File: src/shared/tms_pkg.sv
`default_nettype none
package tms_pkg;
  localparam int unsigned CLK_HZ = 20_000_000;
  localparam int unsigned MS_PER_S = 1000;
  localparam int unsigned CYC_PER_MS = CLK_HZ / MS_PER_S;
  // Register byte offsets.
  localparam logic [7:0] REG_CTRL = 8'h00;
  localparam logic [7:0] REG_CMD = 8'h04;
  localparam logic [7:0] REG_TRIG_CNT = 8'h08;
  localparam logic [7:0] REG_DELAY_MS = 8'h0c;
  localparam logic [7:0] REG_TIMER_MS = 8'h10;
  localparam logic [7:0] REG_SAMP_CNT = 8'h14;
  localparam logic [7:0] REG_UNITS = 8'h18;
  localparam logic [7:0] REG_DB_REF = 8'h1c;
  localparam logic [7:0] REG_IMPED = 8'h20;
  localparam logic [7:0] REG_STATUS = 8'h24;
  localparam logic [7:0] REG_SCAN = 8'h28;
  // CTRL fields.
  localparam int CTRL_CONT = 0;
  localparam int CTRL_AUTO = 1;
  localparam int CTRL_SRC_LO = 4;
  // CMD bits (write one to issue).
  localparam int CMD_INIT = 0;
  localparam int CMD_ABORT = 1;
  localparam int CMD_BYPASS = 2;
  localparam int CMD_BUSTRG = 3;
  localparam int CMD_READ = 4;
  localparam int CMD_ERRCLR = 5;
  // Trigger count 0 encodes the unbounded loop count.
  localparam logic [13:0] TRIG_CNT_MAX = 14'h270f;
  localparam logic [13:0] TRIG_CNT_DEF = 14'h0001;
  localparam logic [13:0] UNBOUNDED_LOOP_COUNT = 14'h0000;
  localparam logic [10:0] SAMP_CNT_MAX = 11'h400;
  localparam logic [10:0] SAMP_CNT_DEF = 11'h001;
  localparam logic [29:0] DELAY_MS_MAX = 30'h3b9ac9ff;
  localparam logic [29:0] TIMER_MS_MIN = 30'h0000_0001;
  localparam logic [29:0] TIMER_MS_DEF = 30'h0000_0001;
  // dB reference in nanovolts, 100 to 1e12 (1e-7 V to 1000 V).
  localparam logic [39:0] DBREF_MIN = 40'h00_0000_0064;
  localparam logic [39:0] DBREF_MAX = 40'he8_d4a5_1000;
  localparam logic [39:0] DBREF_DEF = 40'h00_3b9a_ca00;
  // Impedance written in milliohms on the bus, held and read back in whole ohms.
  localparam logic [13:0] IMPED_MIN = 14'h0001;
  localparam logic [13:0] IMPED_MAX = 14'h270f;
  localparam logic [13:0] IMPED_DEF = 14'h0258;
  localparam logic [31:0] MILLI = 32'h0000_03e8;
  localparam logic [31:0] MILLI_HALF = 32'h0000_01f4;
  localparam logic [1:0] RESP_OKAY = 2'b00;
  localparam logic [1:0] RESP_SLVERR = 2'b10;

  typedef enum logic [2:0] {
    SRC_IMM = 3'b000, SRC_EXT = 3'b001, SRC_TIMER = 3'b010,
    SRC_MANUAL = 3'b011, SRC_BUS = 3'b100
  } tms_src_t;
  typedef enum logic [1:0] {TU_CEL = 2'b00, TU_FAR = 2'b01, TU_KEL = 2'b10} tms_temp_t;
  typedef enum logic [1:0] {VU_VOLT = 2'b00, VU_DB = 2'b01, DECIBEL_MILLIWATT_UNIT = 2'b10} tms_volt_t;
  typedef enum logic [2:0] {
    ST_IDLE = 3'b000, ST_TOP = 3'b001, ST_WAIT = 3'b010,
    ST_DELAY = 3'b011, ST_ACT = 3'b100, ST_ACK = 3'b101
  } tms_st_t;

  typedef struct packed {
    logic aw;
    logic w;
    logic [7:0] awaddr;
    logic [31:0] wdata;
    logic bvalid;
    logic [1:0] bresp;
    logic rvalid;
    logic [31:0] rdata;
    logic [1:0] rresp;
  } tms_bus_t;

  typedef struct packed {
    logic cont;
    logic auto_dly;
    tms_src_t src;
    logic [13:0] trig_cnt;
    logic [29:0] delay_ms;
    logic [29:0] timer_ms;
    logic [10:0] samp_cnt;
    tms_temp_t temp_u;
    tms_volt_t ac_u;
    tms_volt_t dc_u;
    logic [39:0] db_ref;
    logic [13:0] imped;
  } tms_cfg_t;

  typedef struct packed {
    tms_bus_t bus;
    tms_cfg_t cfg;
    tms_st_t st;
    logic [13:0] loop_n;
    logic [10:0] samp_n;
    logic [29:0] ms_n;
    logic [14:0] cyc_n;
    logic [29:0] tmr_ms;
    logic [14:0] tmr_cyc;
    logic tmr_pend;
    logic first_pass;
    logic err;
    logic rd_ok;
    logic rd_rej;
    logic [7:0] scan_ptr;
  } tms_state_t;
endpackage
`default_nettype wire

File: src/hw/tms_sequencer.sv
// The implementer's own choices: the AXI4-Lite slave port and the register addresses.
`default_nettype none
module tms_sequencer
  import tms_pkg::*;
(
  // Clock and reset.
  input wire logic aclk,
  input wire logic aresetn,
  // AXI4-Lite slave.
  input wire logic [7:0] s_axi_awaddr,
  input wire logic s_axi_awvalid,
  output logic s_axi_awready,
  input wire logic [31:0] s_axi_wdata,
  input wire logic [3:0] s_axi_wstrb,
  input wire logic s_axi_wvalid,
  output logic s_axi_wready,
  output logic [1:0] s_axi_bresp,
  output logic s_axi_bvalid,
  input wire logic s_axi_bready,
  input wire logic [7:0] s_axi_araddr,
  input wire logic s_axi_arvalid,
  output logic s_axi_arready,
  output logic [31:0] s_axi_rdata,
  output logic [1:0] s_axi_rresp,
  output logic s_axi_rvalid,
  input wire logic s_axi_rready,
  // Trigger sources.
  input wire logic ext_trig,
  input wire logic key_trig,
  input wire logic bus_get,
  // Measurement side.
  output logic act_start,
  input wire logic act_done,
  input wire logic buf_has_data,
  output logic idle,
  output logic [7:0] scan_ptr
);
  tms_state_t q, d;

  function automatic logic [13:0] sat14(input logic [31:0] v, input logic [13:0] lo, input logic [13:0] hi);
    if (v < 32'(lo)) return lo;
    if (v > 32'(hi)) return hi;
    return v[13:0];
  endfunction

  logic wr_fire, rd_fire, src_event, bypass_cmd, abort_cmd, init_cmd, read_cmd;
  logic [31:0] imp_ohm;
  logic tmr_tick;

  assign s_axi_awready = !q.bus.aw && !q.bus.bvalid;
  assign s_axi_wready = !q.bus.w && !q.bus.bvalid;
  assign s_axi_arready = !q.bus.rvalid;
  assign s_axi_bvalid = q.bus.bvalid;
  assign s_axi_bresp = q.bus.bresp;
  assign s_axi_rvalid = q.bus.rvalid;
  assign s_axi_rdata = q.bus.rdata;
  assign s_axi_rresp = q.bus.rresp;
  assign wr_fire = q.bus.aw && q.bus.w && !q.bus.bvalid;
  assign rd_fire = s_axi_arvalid && s_axi_arready;
  assign idle = (q.st == ST_IDLE);
  assign scan_ptr = q.scan_ptr;
  assign act_start = (q.st == ST_ACT);
  assign init_cmd = wr_fire && q.bus.awaddr == REG_CMD && q.bus.wdata[CMD_INIT];
  assign abort_cmd = wr_fire && q.bus.awaddr == REG_CMD && q.bus.wdata[CMD_ABORT];
  assign bypass_cmd = wr_fire && q.bus.awaddr == REG_CMD && q.bus.wdata[CMD_BYPASS];
  assign read_cmd = wr_fire && q.bus.awaddr == REG_CMD && q.bus.wdata[CMD_READ];
  assign imp_ohm = (q.bus.wdata + MILLI_HALF) / MILLI;
  assign tmr_tick = (q.cfg.src == SRC_TIMER) && q.tmr_ms >= q.cfg.timer_ms - 30'h1
                    && q.tmr_cyc == 15'(CYC_PER_MS - 1);

  always_comb begin
    unique case (q.cfg.src)
      SRC_IMM: src_event = 1'b1;
      SRC_EXT: src_event = ext_trig;
      SRC_TIMER: src_event = q.first_pass || q.tmr_pend;
      SRC_MANUAL: src_event = key_trig;
      SRC_BUS: src_event = bus_get || (wr_fire && q.bus.awaddr == REG_CMD && q.bus.wdata[CMD_BUSTRG]);
      default: src_event = 1'b0;
    endcase
  end

  always_comb begin
    d = q;
    if (s_axi_awvalid && s_axi_awready) begin
      d.bus.aw = 1'b1;
      d.bus.awaddr = s_axi_awaddr;
    end
    if (s_axi_wvalid && s_axi_wready) begin
      d.bus.w = 1'b1;
      d.bus.wdata = s_axi_wdata;
    end
    if (q.bus.bvalid && s_axi_bready) d.bus.bvalid = 1'b0;
    if (q.bus.rvalid && s_axi_rready) d.bus.rvalid = 1'b0;
    if (wr_fire) begin
      d.bus.aw = 1'b0;
      d.bus.w = 1'b0;
      d.bus.bvalid = 1'b1;
      d.bus.bresp = RESP_OKAY;
      unique case (q.bus.awaddr)
        REG_CTRL: begin
          d.cfg.cont = q.bus.wdata[CTRL_CONT];
          d.cfg.auto_dly = q.bus.wdata[CTRL_AUTO];
          if (q.bus.wdata[CTRL_SRC_LO +: 3] <= 3'(SRC_BUS)) d.cfg.src = tms_src_t'(q.bus.wdata[CTRL_SRC_LO +: 3]);
          else d.bus.bresp = RESP_SLVERR;
          if (q.bus.wdata[CTRL_CONT] && q.cfg.samp_cnt > SAMP_CNT_DEF) begin
            d.cfg.cont = 1'b0;
            d.bus.bresp = RESP_SLVERR;
          end
        end
        REG_CMD: ;
        REG_TRIG_CNT: begin
          if (q.bus.wdata == 32'h0) d.cfg.trig_cnt = UNBOUNDED_LOOP_COUNT;
          else if (q.bus.wdata <= 32'(TRIG_CNT_MAX)) d.cfg.trig_cnt = q.bus.wdata[13:0];
          else d.bus.bresp = RESP_SLVERR;
        end
        REG_DELAY_MS: begin
          if (q.bus.wdata <= 32'(DELAY_MS_MAX)) d.cfg.delay_ms = q.bus.wdata[29:0];
          else d.bus.bresp = RESP_SLVERR;
        end
        REG_TIMER_MS: begin
          if (q.bus.wdata >= 32'(TIMER_MS_MIN) && q.bus.wdata <= 32'(DELAY_MS_MAX)) begin
            d.cfg.timer_ms = q.bus.wdata[29:0];
          end else d.bus.bresp = RESP_SLVERR;
        end
        REG_SAMP_CNT: begin
          if (q.bus.wdata == 32'h0 || q.bus.wdata > 32'(SAMP_CNT_MAX)) d.bus.bresp = RESP_SLVERR;
          else if (q.cfg.cont && q.bus.wdata > 32'(SAMP_CNT_DEF)) d.bus.bresp = RESP_SLVERR;
          else d.cfg.samp_cnt = q.bus.wdata[10:0];
        end
        REG_UNITS: begin
          if (q.bus.wdata[1:0] != 2'h3) d.cfg.temp_u = tms_temp_t'(q.bus.wdata[1:0]);
          if (q.bus.wdata[5:4] != 2'h3) d.cfg.ac_u = tms_volt_t'(q.bus.wdata[5:4]);
          if (q.bus.wdata[9:8] != 2'h3) d.cfg.dc_u = tms_volt_t'(q.bus.wdata[9:8]);
        end
        REG_DB_REF: begin
          // Written in microvolts scaled by 1000 to nanovolts.
          if (40'(q.bus.wdata) * 40'(MILLI) < DBREF_MIN || 40'(q.bus.wdata) * 40'(MILLI) > DBREF_MAX)
            d.bus.bresp = RESP_SLVERR;
          else d.cfg.db_ref = 40'(q.bus.wdata) * 40'(MILLI);
        end
        REG_IMPED: d.cfg.imped = sat14(imp_ohm, IMPED_MIN, IMPED_MAX);
        default: d.bus.bresp = RESP_SLVERR;
      endcase
    end
    if (rd_fire) begin
      d.bus.rvalid = 1'b1;
      d.bus.rresp = RESP_OKAY;
      unique case (s_axi_araddr)
        REG_CTRL: d.bus.rdata = {25'h0, q.cfg.src, 2'h0, q.cfg.auto_dly, q.cfg.cont};
        REG_CMD: d.bus.rdata = 32'h0;
        REG_TRIG_CNT: d.bus.rdata = 32'(q.cfg.trig_cnt);
        REG_DELAY_MS: d.bus.rdata = 32'(q.cfg.delay_ms);
        REG_TIMER_MS: d.bus.rdata = 32'(q.cfg.timer_ms);
        REG_SAMP_CNT: d.bus.rdata = 32'(q.cfg.samp_cnt);
        REG_UNITS: d.bus.rdata = {22'h0, q.cfg.dc_u, 2'h0, q.cfg.ac_u, 2'h0, q.cfg.temp_u};
        REG_DB_REF: d.bus.rdata = 32'(q.cfg.db_ref / 40'(MILLI));
        REG_IMPED: d.bus.rdata = 32'(q.cfg.imped);
        REG_STATUS: d.bus.rdata = {24'h0, q.rd_rej, q.rd_ok, q.err, 2'h0, q.st};
        REG_SCAN: d.bus.rdata = 32'(q.scan_ptr);
        default: begin
          d.bus.rdata = 32'h0;
          d.bus.rresp = RESP_SLVERR;
        end
      endcase
    end

    // Interval timer runs only while selected, counting milliseconds.
    if (q.cfg.src != SRC_TIMER || q.st == ST_IDLE) begin
      d.tmr_ms = '0;
      d.tmr_cyc = '0;
      d.tmr_pend = 1'b0;
    end else begin
      d.tmr_cyc = (q.tmr_cyc == 15'(CYC_PER_MS - 1)) ? 15'h0 : q.tmr_cyc + 15'h1;
      if (tmr_tick) d.tmr_ms = '0;
      else if (q.tmr_cyc == 15'(CYC_PER_MS - 1)) d.tmr_ms = q.tmr_ms + 30'h1;
      if (tmr_tick) d.tmr_pend = 1'b1;
    end

    if (read_cmd) begin
      d.rd_ok = !(q.cfg.cont || (q.cfg.samp_cnt > SAMP_CNT_DEF && buf_has_data));
      d.rd_rej = !d.rd_ok;
    end
    if (wr_fire && q.bus.awaddr == REG_CMD && q.bus.wdata[CMD_ERRCLR]) d.err = 1'b0;

    unique case (q.st)
      ST_IDLE: if (init_cmd || q.cfg.cont) d.st = ST_TOP;
      ST_TOP: begin
        d.loop_n = '0;
        d.first_pass = 1'b1;
        d.st = ST_WAIT;
      end
      ST_WAIT: begin
        if (src_event || bypass_cmd) begin
          d.first_pass = 1'b0;
          if (q.cfg.src == SRC_TIMER && !q.first_pass) d.tmr_pend = tmr_tick;
          d.ms_n = '0;
          d.cyc_n = '0;
          d.samp_n = '0;
          d.st = (q.cfg.auto_dly && q.cfg.delay_ms != '0) ? ST_DELAY : ST_ACT;
        end
      end
      ST_DELAY: begin
        d.cyc_n = (q.cyc_n == 15'(CYC_PER_MS - 1)) ? 15'h0 : q.cyc_n + 15'h1;
        if (q.cyc_n == 15'(CYC_PER_MS - 1)) begin
          d.ms_n = q.ms_n + 30'h1;
          if (q.ms_n + 30'h1 >= q.cfg.delay_ms) d.st = ST_ACT;
        end
      end
      ST_ACT: d.st = ST_ACK;
      ST_ACK: begin
        if (act_done) begin
          if (q.samp_n + 11'h1 < q.cfg.samp_cnt) begin
            d.samp_n = q.samp_n + 11'h1;
            d.st = ST_ACT;
          end else if (q.cfg.trig_cnt == UNBOUNDED_LOOP_COUNT) begin
            d.st = ST_WAIT;
          end else if (q.loop_n + 14'h1 < q.cfg.trig_cnt) begin
            d.loop_n = q.loop_n + 14'h1;
            d.st = ST_WAIT;
          end else begin
            d.st = q.cfg.cont ? ST_TOP : ST_IDLE;
          end
        end
      end
      default: d.st = ST_IDLE;
    endcase
    if (bypass_cmd && q.st != ST_WAIT) d.err = 1'b1;
    if (abort_cmd) begin
      d.st = q.cfg.cont ? ST_TOP : ST_IDLE;
      d.scan_ptr = '0;
    end else if (q.st == ST_ACT) begin
      d.scan_ptr = q.scan_ptr + 8'h1;
    end
  end

  always_ff @(posedge aclk) begin
    if (!aresetn) begin
      q <= '0;
      q.cfg.trig_cnt <= TRIG_CNT_DEF;
      q.cfg.timer_ms <= TIMER_MS_DEF;
      q.cfg.samp_cnt <= SAMP_CNT_DEF;
      q.cfg.db_ref <= DBREF_DEF;
      q.cfg.imped <= IMPED_DEF;
      q.cfg.auto_dly <= 1'b1;
    end else begin
      q <= d;
    end
  end

  AST_IDLE_EXIT: assert property (@(posedge aclk) disable iff (!aresetn)
    (idle && init_cmd && !abort_cmd) |=> q.st == ST_TOP) else $error("init did not leave idle");
  AST_CONT_RESTART: assert property (@(posedge aclk) disable iff (!aresetn)
    (idle && q.cfg.cont && !abort_cmd) |=> q.st == ST_TOP) else $error("continuous did not restart");
  AST_CONT_SAMP: assert property (@(posedge aclk) disable iff (!aresetn)
    q.cfg.cont |-> q.cfg.samp_cnt <= SAMP_CNT_DEF) else $error("sample count above one while continuous");
  AST_ABORT: assert property (@(posedge aclk) disable iff (!aresetn)
    abort_cmd |=> (q.st == ($past(q.cfg.cont) ? ST_TOP : ST_IDLE)) && q.scan_ptr == 8'h0)
    else $error("abort mishandled");
  AST_SCAN_RST: assert property (@(posedge aclk) disable iff (!aresetn)
    abort_cmd |=> scan_ptr == 8'h0) else $error("scan pointer not reset");
  AST_TRIG_RANGE: assert property (@(posedge aclk) disable iff (!aresetn)
    q.cfg.trig_cnt <= TRIG_CNT_MAX) else $error("trigger count out of range");
  AST_EXT_WAIT: assert property (@(posedge aclk) disable iff (!aresetn)
    (q.st == ST_WAIT && q.cfg.src == SRC_EXT && !ext_trig && !bypass_cmd && !abort_cmd) |=> q.st == ST_WAIT)
    else $error("left wait without external trigger");
  AST_IMM_PASS: assert property (@(posedge aclk) disable iff (!aresetn)
    (q.st == ST_WAIT && q.cfg.src == SRC_IMM && !abort_cmd) |=> q.st != ST_WAIT)
    else $error("immediate source waited");
  AST_NO_DELAY: assert property (@(posedge aclk) disable iff (!aresetn)
    (q.st == ST_WAIT && !q.cfg.auto_dly) |=> q.st != ST_DELAY) else $error("delay while auto off");
  AST_BYPASS_ERR: assert property (@(posedge aclk) disable iff (!aresetn)
    (bypass_cmd && q.st != ST_WAIT) |=> q.err) else $error("bypass error not flagged");
  AST_TMR_OFF: assert property (@(posedge aclk) disable iff (!aresetn)
    q.cfg.src != SRC_TIMER |=> !q.tmr_pend || q.cfg.src == SRC_TIMER) else $error("timer ran unselected");
  COV_DELAY: cover property (@(posedge aclk) q.st == ST_DELAY ##1 q.st == ST_ACT);
  COV_LOOP: cover property (@(posedge aclk) q.st == ST_ACK && act_done ##1 q.st == ST_WAIT);
  COV_ABORT: cover property (@(posedge aclk) abort_cmd && q.st == ST_WAIT);
endmodule
`default_nettype wire

File: config.mk
export PLATFORM = sky130hd
export DESIGN_NAME = tms_sequencer
export DESIGN_NICKNAME = d
export VERILOG_FILES = /design/src/shared/tms_pkg.sv /design/src/hw/tms_sequencer.sv
export SDC_FILE = /design/constraint.sdc
export NUM_CORES = 2
export LEC_CHECK = 0
export ABC_AREA = 1
export BUFFER_PORTS_ARGS = -buffer_cell sky130_fd_sc_hd__buf_2
export CORE_MARGIN = 5
export CORE_UTILIZATION = 59
export DETAILED_ROUTE_END_ITERATION = 16
export GPL_ROUTABILITY_DRIVEN = 0
export PLACE_DENSITY = 0.79
export SLEW_MARGIN = 10
export SYNTH_ARGS = -nofsm -noshare
export SYNTH_HDL_FRONTEND = slang
export SYNTH_SLANG_ARGS = --single-unit
export TNS_END_PERCENT = 20
File: constraint.sdc
create_clock -name aclk -period 48.3 [get_ports aclk]
set_input_delay 9.66 -clock aclk [delete_from_list [all_inputs] [get_ports aclk]]
set_output_delay 9.66 -clock aclk [all_outputs]
set_load 0.01 [all_outputs]
Word-level counts from Yosys, hierarchy flattened:

Index checks and enable logic that the tools add are counted.
W data, S select, Z words.

* output and inout bits: 51
* ROM bits: 0
* memories kept: 0
* latch bits: 0
* register bits: 358
* bits in writable memories: 0
* input bits: 64
* word-level logic and storage cells: 249

* multipliers: 1
* order comparisons: 15
* shift-type cells: 0
* div/mod/pow operators: 2
* multiplexer cells: 61
* reduce and logical (&&, ||, !) cells: 77
* $add $sub $neg: 9
* bitwise logic cells: 4
* equality and inequality tests: 46

Operator list (count)
* $pmux W32 S10: 1
* $mux W14: 9
* $pmux W45 S2: 1
* $eq A8 B5 Y1 const B: 8
* $add A30 B1 Y30 const B: 2
* $ge A30 B30 Y1: 2
* $mux W56: 1
* $div A40 B10 Y40 const B: 1
* $gt A40 B40 Y1 const B: 1
* $lt A40 B7 Y1 const B: 1
* $mul A32 B7 Y37 const B: 1
* $mux W35: 1
* $add A32 B9 Y32 const B: 1
* $div A32 B10 Y32 const B: 1
* $eq A8 B4 Y1 const B: 4
* $eq A8 B6 Y1 const B: 4
* $ge A32 B1 Y1 const B: 1
* $gt A32 B1 Y1 const B: 1
* $gt A32 B11 Y1 const B: 1
* $gt A32 B14 Y1 const B: 1
* $le A32 B14 Y1 const B: 1
* $le A32 B30 Y1 const B: 1
* $logic_not A32 Y1: 1
* $lt A32 B1 Y1 const B: 1
* other kinds (47): 168

Longest topological paths before layout:

* depth in word-level cells: 11
* depth in mapped cells: 185
* mapped depth without buffers: 185

Least setup slack after synthesis:

OpenSTA, ideal clock, no wires.

* kind: register to register
* from: register q[324] (netlist bit)
* to: register q[131] (netlist bit)
* path slack: 32.578 ns
* required time: 48.191 ns
* path buffers: 2
* cell stages (with the launch flop): 156
* setup time: 0.109 ns
* data arrival time: 15.613 ns
* clock period less this slack: 15.722 ns
* path through: dfxtp_1 > clkinv_1 > ha_1 > nand2_1 > nor2_2 > o21bai_4 > nand2_4 > nor3_2 > nand2_2 > nor2_4 > nand2_4 > nor2_2 > nand2_4 > nor3_4 > xor2_2 > nand2_1 > nor3_2 > nand3b_2 > (+120 left out) > inv_2 > nand2_2 > nor2_1 > nand2_2 > nand3b_1 > nand2_2 > nor2_4 > nand2_1 > o21ai_1 > nand3_1 > inv_1 > nand4_1 > nand2_1 > nand2_1 > nand4_1 > nand4_1 > nand2_1 > inv_1

* word-level cells in the longest chain between the ends: 9
* elaborated cells between the ends (all ways): 14
* classes of those cells: 1 x add/sub; 1 x div; 2 x order compare; 10 x mux

Ends and longest elaborated chain
* start, declared: line tms_sequencer.sv:38 `tms_state_t q, d;`
* $add A32 B9 Y32 (*): line tms_sequencer.sv:67 `assign imp_ohm = (q.bus.wdata + MILLI_HALF) / MILLI;`
* $div A32 B10 Y32 (*): line tms_sequencer.sv:67
* $gt A32 B14 Y1: line tms_sequencer.sv:42 `if (v > 32'(hi)) return hi;`
* $mux W1 (2 in a row): line tms_sequencer.sv:42
* $mux W1: line tms_sequencer.sv:99 `unique case (q.bus.awaddr)`
* $mux W1: line tms_sequencer.sv:94 `if (wr_fire) begin`
* $mux W14: line tms_sequencer.sv:43 `return v[13:0];`
* $mux W14 (*): line tms_sequencer.sv:42

Mark *: on every way between the ends. The rest lies on a longest branch, timed or not. The select of a mux whose other input is x is not followed.
A chain may end at the register's enable or synchronous reset.

Worst setup path after layout:

Same ends and word-level chain as after synthesis.

==> summary.md <==
| Metric | Value |
|---|---|
| Post-CTS sizing | `0` |
| Crit path launch type | `flop` |
| Initial core utilization | `59.7%` |
| Largest net degree at the start of global routing | `99` |
| Initial antenna violation count | `1` |
| Post-route ant nets | `0` |
| Core area | `59200 µm²` |
| Tmin final | `19190 ps` |
| Slowest CP cell | `dfxtp_1` |
| Count of different cell masters after synthesis | `86` |
| Ant diodes | `0` |
| Worst EP arrival | `19690 ps` |
| Row cnt | `89` |
| Cts hold-fix bufs | `0` |
| Largest cells by area after synthesis | `dfxtp_1 20%, nand2_1 11%, ha_1 7.2%, inv_1 7.2%, fa_1 6.7%` |
| Share of cells above drive strength 1 | `14.0%` |
| Mapped Cells | `5250` |
| Synth-to-Final Area Change | `6.95%` |
| Setup crit start | `q[324]$_SDFFE_PN0P_` |
| Async SR Flop Fraction | `0%` |
| Synth Warn # | `0` |
| Slowest stage delay, CP | `740 ps` |
| Critical path class | `reg -> reg` |
| Status | `completed` |
| Worst path top cell family by delay | `simple AND/OR/NAND/NOR gates` |
| Vias per cell | `5.64` |
| Nets@finish | `5665` |
| RSZ-0062 raised after global routing | `no` |
| Actual slew at the worst max-slew pin | `1200 ps` |
| Final setup fails | `0` |
| Port buffer count | `107` |
| Gr usage total | `29.0%` |
| Most frequent cells in the layout | `1017 x nand2_1, 683 x inv_1, 426 x a21oi_1` |
| Most common cell after layout, fill and taps aside | `nand2_1` |
| Share of the synthesized area in the top cell type | `20.1%` |
| Ports | `115` |
| Die Y | `255 µm` |
| Most frequent CP cell | `nand2_1` |
| Fillcell total | `5304` |
| Yosys reg bits | `355` |
| Hold WC Path Type | `reg -> reg` |
| Relative slew slack | `19.5%` |
| Post-synth EDFFs | `0` |
| Final Hold Violating Endpoints | `0` |
| Max Slew Vio Count | `0` |
| Max Clk Rate | `0.0521 GHz` |
| Clock Latency Late Sink | `600 ps` |
| Final Cycle Share | `39.7%` |
| Syn Std Cell Area | `35400 µm²` |
| Reg2Reg Launch Point | `q[324]$_SDFFE_PN0P_` |
| Overflow left after global routing | `0` |
| Wirelength per Cell | `15.9 µm` |
| CTS sink cnt | `355` |
| CTS tree | `done` |
| Final wirelength | `96.9 mm` |
| Hold path startpoint | `s_axi_rdata[10]$_SDFFE_PN0P_` |
| Post-CTS setup buffers | `0` |
| Worst-path clk slew | `60 ps` |
| Number of detailed-route iterations in the first pass | `7` |
| Cell taking the most area after synthesis | `dfxtp_1` |
| Avg Inst Size Synth | `6.74 µm²` |
| H-tree Lvls | `2` |
| Setup total negative slack | `0 ps` |
| Worst path required time | `48810 ps` |
| Starting DRT DRC Count | `2951` |
| CTS buffer count | `43` |
| Count of maximum capacitance violations | `0` |
| Detailed Place HPWL | `76.4 mm` |
| First-pass GRT wire length | `156 mm` |
| Vias | `34300` |
| Die width | `255 µm` |
| WP buf/inv | `14` |
| # DRC | `0` |
| CTS root buf | `clkbuf_16` |
| Vias in the first global route | `31400` |
| Die area | `65000 µm²` |
| CTS max path bufs | `3` |
| Worst Skew | `31.3 ps` |
| Critical Path End Type | `flop` |
| Ys flop type | `dfxtp_1` |
| Post-synthesis sequential area ratio | `20.1%` |
| Worst-path maximum fanout | `11` |
layer usage:
layer	part of all wire [%]	up-vias	GRT usage, %	wire length [µm]
met5	0.013	-	0	13
met4	3.1	2	8.19	3030
met3	8.8	201	5.46	8530
met2	44	1141	45.8	42300
met1	44	15700	40.8	43100
li1	-	17200	-	-
logic make-up after synthesis:
logic type | share of synthesized area, %
buf+inv | 10.8
flops | 20.1
compound gates | 16.6
simple gates | 32.9
xor+xnor | 5.59
fa+ha+maj | 13.9
other cells | 0.0106
flip-flops by register name (all words and copies together), names as in the netlist:
signal        flops
q               312
s_axi_bresp       1
s_axi_bvalid      1
s_axi_rdata      31
s_axi_rresp       1
s_axi_rvalid      1
scan_ptr          8
synth_stat cells (71+ instances only):
| cell | instances |
|---|---|
| nor2_1 | 367 |
| clkbuf_1 | 90 |
| xor2_1 | 188 |
| fa_1 | 118 |
| nand2_2 | 194 |
| nand3_1 | 344 |
| inv_2 | 84 |
| ha_1 | 205 |
| dfxtp_1 | 355 |
| nor3_1 | 71 |
| nand2_1 | 1018 |
| o21ai_0 | 291 |
| nand4_1 | 72 |
| o21ai_1 | 83 |
| inv_1 | 683 |
| a21oi_1 | 427 |
through the flow:
step	util [%]	setup WS [ps]	area [µm²]	std cells	hold WS [ps]
after floorplan	-	32580	35400	5252	427
after global placement	61.3	29830	36300	6006	446
after detailed placement	61.3	29410	36300	6006	450
after CTS	63.9	29290	37800	6085	461
after global routing	63.9	26950	37800	6085	475
final	63.9	29110	37800	6085	460
path summary, 6_finish.rpt:
path | to | slack, ps | cells after the start
worst max-delay path | q[131]$_SDFFE_PN0P_ | 29110 | 154
worst min register to register | s_axi_rdata[10]$_SDFFE_PN0P_ | 460 | 2
worst max register to register | q[131]$_SDFFE_PN0P_ | 29110 | 154
worst min-delay path | s_axi_rdata[10]$_SDFFE_PN0P_ | 460 | 2
worst min-delay path: stages, from the launching register on:
cell	delay, ps
dfxtp_1	310
nand2_1	60
a21oi_1	50
area by class of cell:
| class | instances | area (µm²) | area share (%) |
|---|---|---|---|
| Clock inverter | 22 | 330 | 0.873 |
| Timing Repair Buffer | 126 | 681 | 1.80 |
| Inverter | 804 | 3060 | 8.08 |
| Clock buffer | 57 | 1210 | 3.19 |
| Sequential cell | 355 | 7110 | 18.8 |
| Multi-Input combinational cell | 3948 | 24500 | 64.7 |
| Tap cell | 773 | 967 | 2.56 |
Power is left out: the tool's default activity adds up to more than one toggle a clock period on the data nets, which glitch-free logic cannot reach.
